[src/rtl/sled_map.vh]
// How it works
// - Link indicator green alone when link powered and talking; dark without power.
// - Link indicator red alone when link powered but communication failed.
// - Link indicator green and red together while powered but uninitialised.
// - Module green: single flash reset, blink preop, double flash boot, on run.
// - Module red off without fault, steady on in error or reset condition.
// - Module red single flash on channel warning or output level monitor trip.
// - Module red double flash while encoder or module supply is out of range.
// - Channel indicator orange for output channel state, green for input state.
// - Shared indicator drives orange and green together when one active output and one active input channel share it.
`ifndef SLED_MAP_VH
`define SLED_MAP_VH
`define SLED_CLK_HZ 10000000
`define SLED_SLOT_MS 100
`define SLED_SLOT_CYC ((`SLED_CLK_HZ / 1000) * `SLED_SLOT_MS)
`define SLED_DIV_W 20
`define SLED_INT_W 32
`define SLED_SYNC_W 26
`define SLED_SLOT_W 4
`define SLED_SLOT_LAST 4'hB
`define SLED_MODE_W 2
`define SLED_MODE_RESET 2'h0
`define SLED_MODE_PREOP 2'h1
`define SLED_MODE_BOOT 2'h2
`define SLED_MODE_RUN 2'h3
`define SLED_NCH 8
`define SLED_NIND 4
`define SLED_SLOTS 12
`define SLED_PAT_SINGLE 12'h003
`define SLED_PAT_DOUBLE 12'h01B
`define SLED_PAT_BLINK 12'h333
`define SLED_PAT_ON 12'hFFF
`define SLED_PAT_OFF 12'h000
`endif

[src/rtl/sled_sync.v]
`timescale 1ns/100ps
`default_nettype none
module sled_sync #(
  parameter W = 1
) (
  input wire clk_i,
  input wire reset_i,
  input wire [W-1:0] d_i,
  output reg [W-1:0] q_o
);
  reg [W-1:0] meta_r;

  always @(posedge clk_i) begin
    if (reset_i) begin
      meta_r <= {W{1'b0}};
      q_o <= {W{1'b0}};
    end else begin
      meta_r <= d_i;
      q_o <= meta_r;
    end
  end
endmodule
`default_nettype wire

[src/rtl/sled_top.v]
`timescale 1ns/100ps
`default_nettype none
`include "sled_map.vh"
module sled_top #(
  parameter integer SLOT_CYC = `SLED_SLOT_CYC
) (
  input wire clk_i,
  input wire reset_i,
  input wire link_power_i,
  input wire link_comm_ok_i,
  input wire pre_operational_state_i,
  input wire [1:0] module_mode_i,
  input wire module_power_i,
  input wire error_i,
  input wire channel_warning_i,
  input wire level_monitor_trip_i,
  input wire supply_fault_i,
  input wire [7:0] channel_is_output_i,
  input wire [7:0] channel_active_i,
  output reg link_green_o,
  output reg link_red_o,
  output reg module_green_o,
  output reg module_red_o,
  output reg [3:0] chan_orange_o,
  output reg [3:0] chan_green_o
);
  // ---------------------------------------------------------------
  // Input synchronisers
  // ---------------------------------------------------------------
  // All status arrives from other logic or pins of unknown timing, so
  // everything is resynchronised; a two-cycle lag is invisible on an LED.
  localparam SW = `SLED_SYNC_W;
  wire [SW-1:0] raw_w;
  wire [SW-1:0] syn_w;
  wire s_lpwr;
  wire s_lok;
  wire s_preop;
  wire [`SLED_MODE_W-1:0] s_mode;
  wire s_mpwr;
  wire s_err;
  wire s_warn;
  wire s_trip;
  wire s_sup;
  wire [`SLED_NCH-1:0] s_isout;
  wire [`SLED_NCH-1:0] s_act;

  assign raw_w = {link_power_i, link_comm_ok_i, pre_operational_state_i,
                  module_mode_i, module_power_i, error_i,
                  channel_warning_i, level_monitor_trip_i, supply_fault_i,
                  channel_is_output_i, channel_active_i};

  sled_sync #(.W(SW)) u_sync (
    .clk_i(clk_i),
    .reset_i(reset_i),
    .d_i(raw_w),
    .q_o(syn_w)
  );

  // Unpacking in the same order as the packing keeps the two in step
  // without any hand-counted bit positions.
  assign {s_lpwr, s_lok, s_preop, s_mode, s_mpwr, s_err, s_warn, s_trip,
          s_sup, s_isout, s_act} = syn_w;

  // ---------------------------------------------------------------
  // Pattern time base
  // ---------------------------------------------------------------
  // One slot is a fixed fraction of a 12-slot frame; every pattern is
  // a 12-bit mask over the frame so all repeat with the same period.
  // SLOT_CYC must fit the divider; a small value shortens the frame
  // without changing its shape, which keeps simulations short.
  localparam integer SLOT_END = SLOT_CYC - 1;
  reg [`SLED_DIV_W-1:0] div_r;
  reg [`SLED_DIV_W-1:0] div_nxt;
  reg [`SLED_SLOT_W-1:0] slot_r;
  reg [`SLED_SLOT_W-1:0] slot_nxt;
  wire [`SLED_INT_W-1:0] div_wide;
  wire slot_tick;

  assign div_wide = {{(`SLED_INT_W - `SLED_DIV_W){1'b0}}, div_r};
  assign slot_tick = (div_wide == SLOT_END);

  always @* begin
    div_nxt = div_r + 1'b1;
    slot_nxt = slot_r;
    if (slot_tick) begin
      div_nxt = {`SLED_DIV_W{1'b0}};
      if (slot_r == `SLED_SLOT_LAST)
        slot_nxt = {`SLED_SLOT_W{1'b0}};
      else
        slot_nxt = slot_r + 1'b1;
    end
  end

  always @(posedge clk_i) begin
    if (reset_i) begin
      div_r <= {`SLED_DIV_W{1'b0}};
      slot_r <= {`SLED_SLOT_W{1'b0}};
    end else begin
      div_r <= div_nxt;
      slot_r <= slot_nxt;
    end
  end

  function pat_bit;
    input [`SLED_SLOTS-1:0] pat;
    input [`SLED_SLOT_W-1:0] slot;
    begin
      pat_bit = pat[slot];
    end
  endfunction

  // ---------------------------------------------------------------
  // Module indicator pattern selection
  // ---------------------------------------------------------------
  reg [`SLED_SLOTS-1:0] g_pat;
  reg [`SLED_SLOTS-1:0] r_pat;
  reg mg_nxt;
  reg mr_nxt;

  always @* begin
    g_pat = `SLED_PAT_OFF;
    if (s_mpwr) begin
      case (s_mode)
        `SLED_MODE_RESET: g_pat = `SLED_PAT_SINGLE;
        `SLED_MODE_PREOP: g_pat = `SLED_PAT_BLINK;
        `SLED_MODE_BOOT: g_pat = `SLED_PAT_DOUBLE;
        `SLED_MODE_RUN: g_pat = `SLED_PAT_ON;
        default: g_pat = `SLED_PAT_OFF;
      endcase
    end
  end

  // An error outranks a supply fault, which outranks a channel warning,
  // so the most serious condition is the one shown.
  always @* begin
    r_pat = `SLED_PAT_OFF;
    if (s_mpwr) begin
      if (s_err || s_mode == `SLED_MODE_RESET)
        r_pat = `SLED_PAT_ON;
      else if (s_sup)
        r_pat = `SLED_PAT_DOUBLE;
      else if (s_warn || s_trip)
        r_pat = `SLED_PAT_SINGLE;
      else
        r_pat = `SLED_PAT_OFF;
    end
  end

  // A condition change shows at once with the bit of the current slot,
  // so a flash may start part way through; the next frame is whole.
  always @* begin
    mg_nxt = pat_bit(g_pat, slot_r);
    mr_nxt = pat_bit(r_pat, slot_r);
  end

  // ---------------------------------------------------------------
  // Link indicator
  // ---------------------------------------------------------------
  // The uninitialised state outranks the communication flag, because
  // the link may already report good traffic before setup is done.
  reg lg_nxt;
  reg lr_nxt;

  always @* begin
    lg_nxt = 1'b0;
    lr_nxt = 1'b0;
    if (s_lpwr) begin
      if (s_preop) begin
        lg_nxt = 1'b1;
        lr_nxt = 1'b1;
      end else if (s_lok) begin
        lg_nxt = 1'b1;
      end else begin
        lr_nxt = 1'b1;
      end
    end
  end

  // ---------------------------------------------------------------
  // Channel indicators
  // ---------------------------------------------------------------
  // Each indicator is shared by channels 2i and 2i+1; its orange and
  // green elements are independent, so both light when one active
  // output and one active input share it.
  wire [`SLED_NIND-1:0] co_nxt;
  wire [`SLED_NIND-1:0] cg_nxt;

  genvar i;
  generate
    for (i = 0; i < `SLED_NIND; i = i + 1) begin : g_ind
      wire [1:0] act = s_act[2*i+1:2*i];
      wire [1:0] out = s_isout[2*i+1:2*i];
      assign co_nxt[i] = |(act & out);
      assign cg_nxt[i] = |(act & ~out);
    end
  endgenerate

  // ---------------------------------------------------------------
  // Output registers
  // ---------------------------------------------------------------
  // Every lamp line leaves from a flip-flop so no decode glitch ever
  // reaches a driver.
  always @(posedge clk_i) begin
    if (reset_i) begin
      link_green_o <= 1'b0;
      link_red_o <= 1'b0;
      module_green_o <= 1'b0;
      module_red_o <= 1'b0;
      chan_orange_o <= {`SLED_NIND{1'b0}};
      chan_green_o <= {`SLED_NIND{1'b0}};
    end else begin
      link_green_o <= lg_nxt;
      link_red_o <= lr_nxt;
      module_green_o <= mg_nxt;
      module_red_o <= mr_nxt;
      chan_orange_o <= co_nxt;
      chan_green_o <= cg_nxt;
    end
  end
endmodule
`default_nettype wire

[config.mk]
export PLATFORM = sky130hd
export DESIGN_NAME = sled_top
export DESIGN_NICKNAME = d
export VERILOG_FILES = /design/src/rtl/sled_sync.v /design/src/rtl/sled_top.v
export VERILOG_INCLUDE_DIRS = /design/src /design/src/rtl
export SDC_FILE = /design/constraint.sdc
export NUM_CORES = 1
export LEC_CHECK = 0
export BUFFER_PORTS_ARGS = -buffer_cell sky130_fd_sc_hd__buf_2
export CORE_MARGIN = 2
export CORE_UTILIZATION = 55
export CTS_CLUSTER_SIZE = 30
export DETAILED_ROUTE_END_ITERATION = 10
export GPL_ROUTABILITY_DRIVEN = 1
export HOLD_SLACK_MARGIN = 0.03
export PLACE_DENSITY = 0.77
export SYNTH_ARGS = -nofsm -noshare
export SYNTH_HDL_FRONTEND = slang
export SYNTH_SLANG_ARGS = --single-unit
[constraint.sdc]
create_clock -name clk_i -period 3 [get_ports clk_i]
set_input_delay 0 -clock clk_i [delete_from_list [all_inputs] [get_ports clk_i]]
set_output_delay 0 -clock clk_i [all_outputs]
set_load 0.05 [all_outputs]
## Word-level counts from Yosys, hierarchy flattened

Cells that the tools add are included.

- Bitwise logic cells: 13
- Mux-type cells: 15
- $add $sub $neg: 2
- Reduce and logical (&&, ||, !) cells: 13
- Order comparisons: 1
- Equality and inequality tests: 5

Operators with widths:

| operator | count |
|---|---|
| $pmux 12 s4 | 1 |
| $mux 12 | 3 |
| $add 20x1->20 const B | 1 |
| $eq 20x20->1 const B | 1 |
| $reduce_or 2->1 | 10 |
| $and 2x2->2 | 8 |
| $bmux 1 s4 | 2 |
| $not 2->2 | 4 |
| $mux 1 | 6 |
| $lt 4x5->1 const B | 1 |
| $mux 5 | 1 |
| $add 4x1->4 const B | 1 |
| $eq 2x2->1 const B | 2 |
| $eq 4x4->1 const B | 1 |
| $mux 4 | 1 |
| $eq 2x1->1 const B | 1 |
| $logic_not 2->1 | 1 |
| $logic_or 1x1->1 | 2 |
| $mux 2 | 1 |
| $not 1->1 | 1 |

- Register bits after elaboration: 88
- Input port bits: 28
- Logic and storage cells: 59
- Output and inout bits: 12

## Longest topological paths before layout

Gate-level depths: netlist (run 1).

- Depth after elaboration: 7
- Depth in mapped cells: 6

## Hierarchy

From an unflattened synthesis (run 1), not the netlist that was laid out.

- Cells, all modules: 298
- Area, all modules: 3066.7 µm²

By module, submodules not included:

| module | instances | area each (µm²) | seq. area each (µm²) | cells an instance |
|---|---|---|---|---|
| sled_top | 1 | 1675.4 | 720.7 | 189 |
| sled_sync | 1 | 1391.3 | 1041.0 | 109 |

## Worst setup path after synthesis (run 1)

OpenSTA, ideal clock, no wires.

- Kind: register -> register
- From: register div_r[8]
- To: register slot_r[3] (netlist: pat_bit.slot[3])
- Required time: 2.929 ns
- Setup slack: 0.869 ns
- Arrival: 2.061 ns
- Clock period less this slack: 2.131 ns
- Path buffers: 1
- Cell stages (with the launch flop): 6
- Cells stage by stage: dfxtp_1 or4b_1 or4_1 buf_2 or4_1 a21oi_1

- Longest elaborated chain between the ends: 1

Ends and longest elaborated chain:

| what | line | text |
|---|---|---|
| from (decl) | sled_top.v:72 | `` reg [`SLED_DIV_W-1:0] div_r; `` |
| from (signal assigned) | sled_top.v:96 | `` div_r <= {`SLED_DIV_W{1'b0}}; `` |
| from (signal assigned) | sled_top.v:99 | `div_r <= div_nxt;` |
| $eq 20x20->1 | sled_top.v:80 | `assign slot_tick = (div_wide == SLOT_END);` |
| to (signal assigned) | sled_top.v:97 | `` slot_r <= {`SLED_SLOT_W{1'b0}}; `` |
| to (signal assigned) | sled_top.v:100 | `slot_r <= slot_nxt;` |
| to (decl) | sled_top.v:74 | `` reg [`SLED_SLOT_W-1:0] slot_r; `` |

Every way passes these cells.
A chain may end at the register's enable or synchronous reset.

## Final worst setup path (run 1)

- From: register div_r[8]
- To: register div_r[8]

- Longest elaborated chain between the ends: 2
- Elaborated cells between the ends (all ways): 3
- Classes of those cells: 1 x add/sub; 1 x eq/ne; 1 x reduce/logical

Ends and longest elaborated chain:

| what |
|---|
| parallel branches: the longest is 2 deep, another holds $add 20x1->20 |

Parallel ways; which one is timed is not known.

==> results.md, run 1 <==
- Worst Hold Depth: 3
- DR iter-0 viols: ~120
- Initial antenna violation count: 0
- Via count: 2082
- Fillcell total: 383
- CTS buffer count: 9
- Unrepaired setup endpoints after global routing: false
- P per Cell Area: 582 nW/µm²
- CP endpoint kind: flip-flop
- Vias in the first global route: between 1.5k and 2k
- Top cell type's share of synthesized area: 59.6%
- Most Crowded Layer GR: met2
- CP max FO: 10
- Synth Area per Inst: 10.2 µm²
- Prevailing post-synth register cell: dfxtp_1
- CTS resizes: 0
- Post-route DRC: 0
- CTS sink count: 88
- Total congestion overflow: 0
- Cell area after synthesis: 2960 µm²
- VDD IR max: ~0.49 mV
- First-pass GRT wire length: around 8000 µm
- DRT Wirelength: ~4700 µm
- Global-route met3 utilization: 6.47%
- Area of the core: 5140 µm²
- Async set-reset flop share out of synthesis: 0%
- Worst-margin pin slew: between 600 and 700 ps
- CTS H-tree depth: 3
- Crit share post-route: 78.9%
- Unique cell type count in the Yosys netlist: 34
- HPWL after detailed placement: 2790 µm
- Die area: 5980 µm²
- Clock latency on the worst-skew pair: approximately 350 ps
- Top cells by area, synth: dfxtp_1 60%, nor2b_1 11%, nor2_1 3.7%
- Row count: 26
- Worst EP required: 3240 ps
- Mapped Cells: a little under 300
- CTS tree: built
- Synth Register Bits: 88
- Final Hold Viols: 0
- Clock transition at the registers of the reported paths: 80 ps
- Starting density of the core: 57.5%
- Final setup TNS: 0 ps
- DR vias/cell: a little under 5
- Worst Reg-to-Reg Cells: 5
- Commonest non-fill, non-tap cells in the layout: 88 x dfxtp_1, 53 x nor2b_1, 39 x buf_2
- Met2 Use GR: 30.2%
- GRT Total Usage: 17.4%
- Final GP Congestion: 0.878
- Worst Path Arrival: about 2600 ps
- Setup violators final: 0
- PortBufs: 39
- CP Launch Type: flip-flop
- DRT antenna net count: 0
- Clock root buffer: clkbuf_8
- Clk buf depth: 2
- Hold Slack: 97.8 ps
- Fin nets: roughly 390
- I/O pin count: 40
- Pin count of the biggest net entering global routing: 70
- Rel. slew slack: around three fifths
- Final slew viol count: 0
- Die Span X: 77.3 µm
- Area Overhead vs Synth: 24.0%
- Postcts setup bufs: 0
- Post-synth EDFFs: 0
- Syn nets: 319
- Grt met1 use: 18.4%
- Min-Delay Path Class: in -> reg
- Die Ht: around 77 µm
- Seq/Total Area, Yosys: approximately three fifths
- Wire length per cell: ~11 µm
- Status: completed
- Warnings, synthesis: 0
- Most common cell after layout, fill and taps aside: dfxtp_1
- Leak pwr: 1.40 nW
- R2r setup slk: approximately 630 ps
- Clock skew: 7.95 ps
- Kind of critical path: reg -> reg
- Layout cells sized above 1: approximately 16%
- F_max: 422 MHz
- Antenna Cells: 0
- Final min period: 2370 ps
- Maxcap violations: 0
- TritonRoute pass-1 iters: 5
- Synth area leader: dfxtp_1
cell type report:
type                            count  area (µm²)  area share [%]
Clock buffer                       10         128            3.48
Clock inverter                      6        67.6            1.84
Inverter                           11        41.3            1.13
Multi-Input combinational cell    179        1110            30.2
Sequential cell                    88        1760            48.1
Tap cell                           70        87.6            2.39
Timing Repair Buffer               67         470            12.8
path summary, 6_finish.rpt:
path / startpoint / end
worst min register to register: u_sync.q_o[24]$_SDFF_PP0_ / link_red_o$_SDFF_PP0_
worst max-delay path: div_r[8]$_SDFF_PP0_ / div_r[8]$_SDFF_PP0_
worst min-delay path: reset_i / div_r[19]$_SDFF_PP0_
worst max register to register: div_r[8]$_SDFF_PP0_ / div_r[8]$_SDFF_PP0_
kinds of logic after synthesis:
group	count (synthesis)	synth area share, %
buf+inv	22	2.88
simple gates	128	24.6
xor+xnor	15	4.45
fa+ha+maj	2	0.847
flops	88	59.6
compound gates	34	7.58
flip-flops by register name, summed over array words and instances, names as in the netlist:
name,cells
u_sync.meta_r,26
u_sync.q_o,26
div_r,20
chan_green_o,4
chan_orange_o,4
pat_bit.slot,4
link_green_o,1
link_red_o,1
module_green_o,1
module_red_o,1
synth_stat cells (3+ instances only):
master,number
or4_1,4
a22oi_1,4
clkbuf_1,9
dfxtp_1,88
xnor2_1,12
nor2_1,29
o31ai_1,3
o21ai_0,5
nand2_1,4
nand3_1,9
xor2_1,3
nand4_1,4
inv_1,11
nor4_1,4
nor2b_1,53
or3_1,4
nand2b_1,9
a21oi_1,13
routing by layer:
metal	wire, µm	up-vias
met4	51	0
met2	2460	40
met5	0	-
li1	-	1099
met1	2020	935
met3	193	8
per-stage QoR:
step	area (µm²)	instances	util [%]	power (mW)	setup WS [ps]
after floorplan	2960	289	-	1.31	869
after global placement	3210	389	62.4	1.34	724
after detailed placement	3210	389	62.4	1.34	646
after CTS	3660	431	71.3	2.15	643
after global routing	3660	431	71.3	2.23	518
final	3660	431	71.3	2.13	632
where the power goes:
part | total (mW) | internal, mW | leakage [nW] | switching, mW
clock network | 0.790 | 0.389 | 0.0933 | 0.401
logic | 0.121 | 0.0651 | 0.587 | 0.0559
registers | 1.22 | 1.21 | 0.722 | 0.0129
total | 2.13 | 1.66 | 1.40 | 0.470
critical path, stage by stage, from the launching register on:
cell and delay (ps):
dfxtp_1 370, or4b_1 500, or4_1 690, o21bai_2 410
buf_4 240, nor2_1 60
repair_timing:
action,4_1_cts,5_1_grt
endpoints found under the hold margin,26,0
hold buffers,26,0
setup endpoints to repair,0,0
Power figures use the tool's default switching activity.
==> run 2, diff against run 1 <==
clock period = 2.2 ns   (was 3 ns; I/O delays follow)
==> results.md, run 2 (synthesis results as in run 1) <==
- Status: completed
- CTS sink count: between 80 and 90
- GRT Total Usage: about 17%
- Die area: about 6000 µm²
- Area Overhead vs Synth: 27.4%
- Final GP Congestion: 0.876
- Kind of critical path: reg -> reg
- VDD IR max: 0.594 mV
- Fin nets: between 300 and 400
- Leak pwr: 1.47 nW
- Worst hold start: reset_i
- Clock transition at the registers of the reported paths: 80 ps
- Worst Path Arrival: between 2000 and 2500 ps
- CP Launch Type: flip-flop
- DR vias/cell: between 4 and 5
- Clock root buffer: clkbuf_8
- Die Span X: ~77 µm
- CTS buffer count: 9
- TritonRoute pass-1 iters: 4
- Maxcap violations: 0
- CP max-delay cell: or4_4
- Rel. slew slack: 63.3%
- Worst-margin pin slew: 550 ps
- Vias in the first global route: 1994
- Final slew viol count: 0
- Total power: 2.98 mW
- Antenna Cells: 0
- Wire length per cell: between 10 and 15 µm
- F_max: 465 MHz
- Area of the core: 5140 µm²
- Commonest non-fill, non-tap cells in the layout: 88 x dfxtp_1, 53 x nor2b_1, 39 x buf_2
- First-pass GRT wire length: 8130 µm
- Via count: 2128
- Most common cell after layout, fill and taps aside: dfxtp_1
- Min-Delay Path Class: in -> reg
- Row count: 26
- P per Cell Area: 791 nW/µm²
- Worst setup path startpoint: div_r[7]$_SDFF_PP0_
- Clk buf depth: 2
- Placed insts: 399
- Reg-to-Reg Start: div_r[7]$_SDFF_PP0_
- DRT antenna net count: 0
- I/O pin count: 40
- Fillcell total: between 300 and 400
- Fin util: 73.2%
- CP max stage delay: 570 ps
- CTS H-tree depth: 3
- CP endpoint kind: flip-flop
- HPWL after detailed placement: 2960 µm
- Postcts setup bufs: 0
- Final Hold Viols: 0
- Starting density of the core: 57.5%
- DR iter-0 viols: 78
- Worst EP required: about 2500 ps
- Layout cells sized above 1: between 10% and 20%
- Post-route DRC: 0
- Initial antenna violation count: 0
- Setup violators final: 0
- Crit share post-route: 97.7%
- Total congestion overflow: 0
- CP cell instances: or4b_1 -> or4_4 -> or4_1 -> a21oi_1
- Post-route insts no fill: 441
- Pin count of the biggest net entering global routing: 34
- Die Ht: 77.3 µm
- Largest registers: u_sync.meta_r: 26 flops, u_sync.q_o: 26 flops, div_r: 20 flops
- Clock latency on the worst-skew pair: 340 ps
- Final min period: between 2000 and 2500 ps
- DRT Wirelength: 4740 µm
- Clock skew: 6.12 ps
- CP max FO: 4
- PortBufs: 39
- CTS tree: built
run 2: final cells by class:
type / count / area, µm² / area share, %
timing repair buffer: 77 / 546 / 14.5
tap: 70 / 87.6 / 2.33
inverter: 11 / 41.3 / 1.10
sequential: 88 / 1760 / 46.8
clock inverter: 3 / 47.5 / 1.26
clock buffer: 13 / 169 / 4.49
multi-input combinational: 179 / 1110 / 29.5
run 2: per-layer routing:
metal	vias up	track usage (%)	part of all wire [%]
met5	-	0	0
met4	0	11.3	1.8
met3	8	3.76	3.2
met2	33	30.8	52
li1	1113	-	-
met1	974	18.4	43
run 2: power by group:
part / internal (mW) / switching [mW] / total (mW)
logic: 0.0910 / 0.0765 / 0.167
clock network: 0.625 / 0.523 / 1.15
registers: 1.65 / 0.0180 / 1.66
total: 2.36 / 0.618 / 2.98
run 2: path summary, 6_finish.rpt:
path	slack, ps	to	depth (start not counted)
max reg2reg	50	pat_bit.slot[3]$_SDFFE_PP0N_	4
min	130	chan_orange_o[1]$_SDFF_PP0_	2
min reg2reg	440	u_sync.q_o[10]$_SDFF_PP0_	1
max	50	pat_bit.slot[3]$_SDFFE_PP0N_	4
run 2: metrics by stage:
stage | TNS [ps] | setup WS, ps | hold WS [ps] | cell area [µm²]
detailed placement | 0 | 66.0 | 212 | 3280
finish | 0 | 50.0 | 129 | 3760
CTS | 0 | 47.3 | 118 | 3760
global route | -2.21 | -2.21 | 147 | 3760
global placement | 0 | 110 | 207 | 3280
floorplan | 0 | 68.8 | 128 | 2960
run 2: what timing repair did:
item | in CTS | in global routing
hold buffers | 26 | 0
resized for setup | 0 | 1
endpoints found under the setup margin | 0 | 2
hold endpoints to repair | 26 | 0
run 2: worst max-delay path, delay by kind of cell, from the launching register on:
family,cells,cell delay [ps]
and+or+nand+nor,3,1600
AOI/OAI and AO/OA,1,150
DFF,1,330
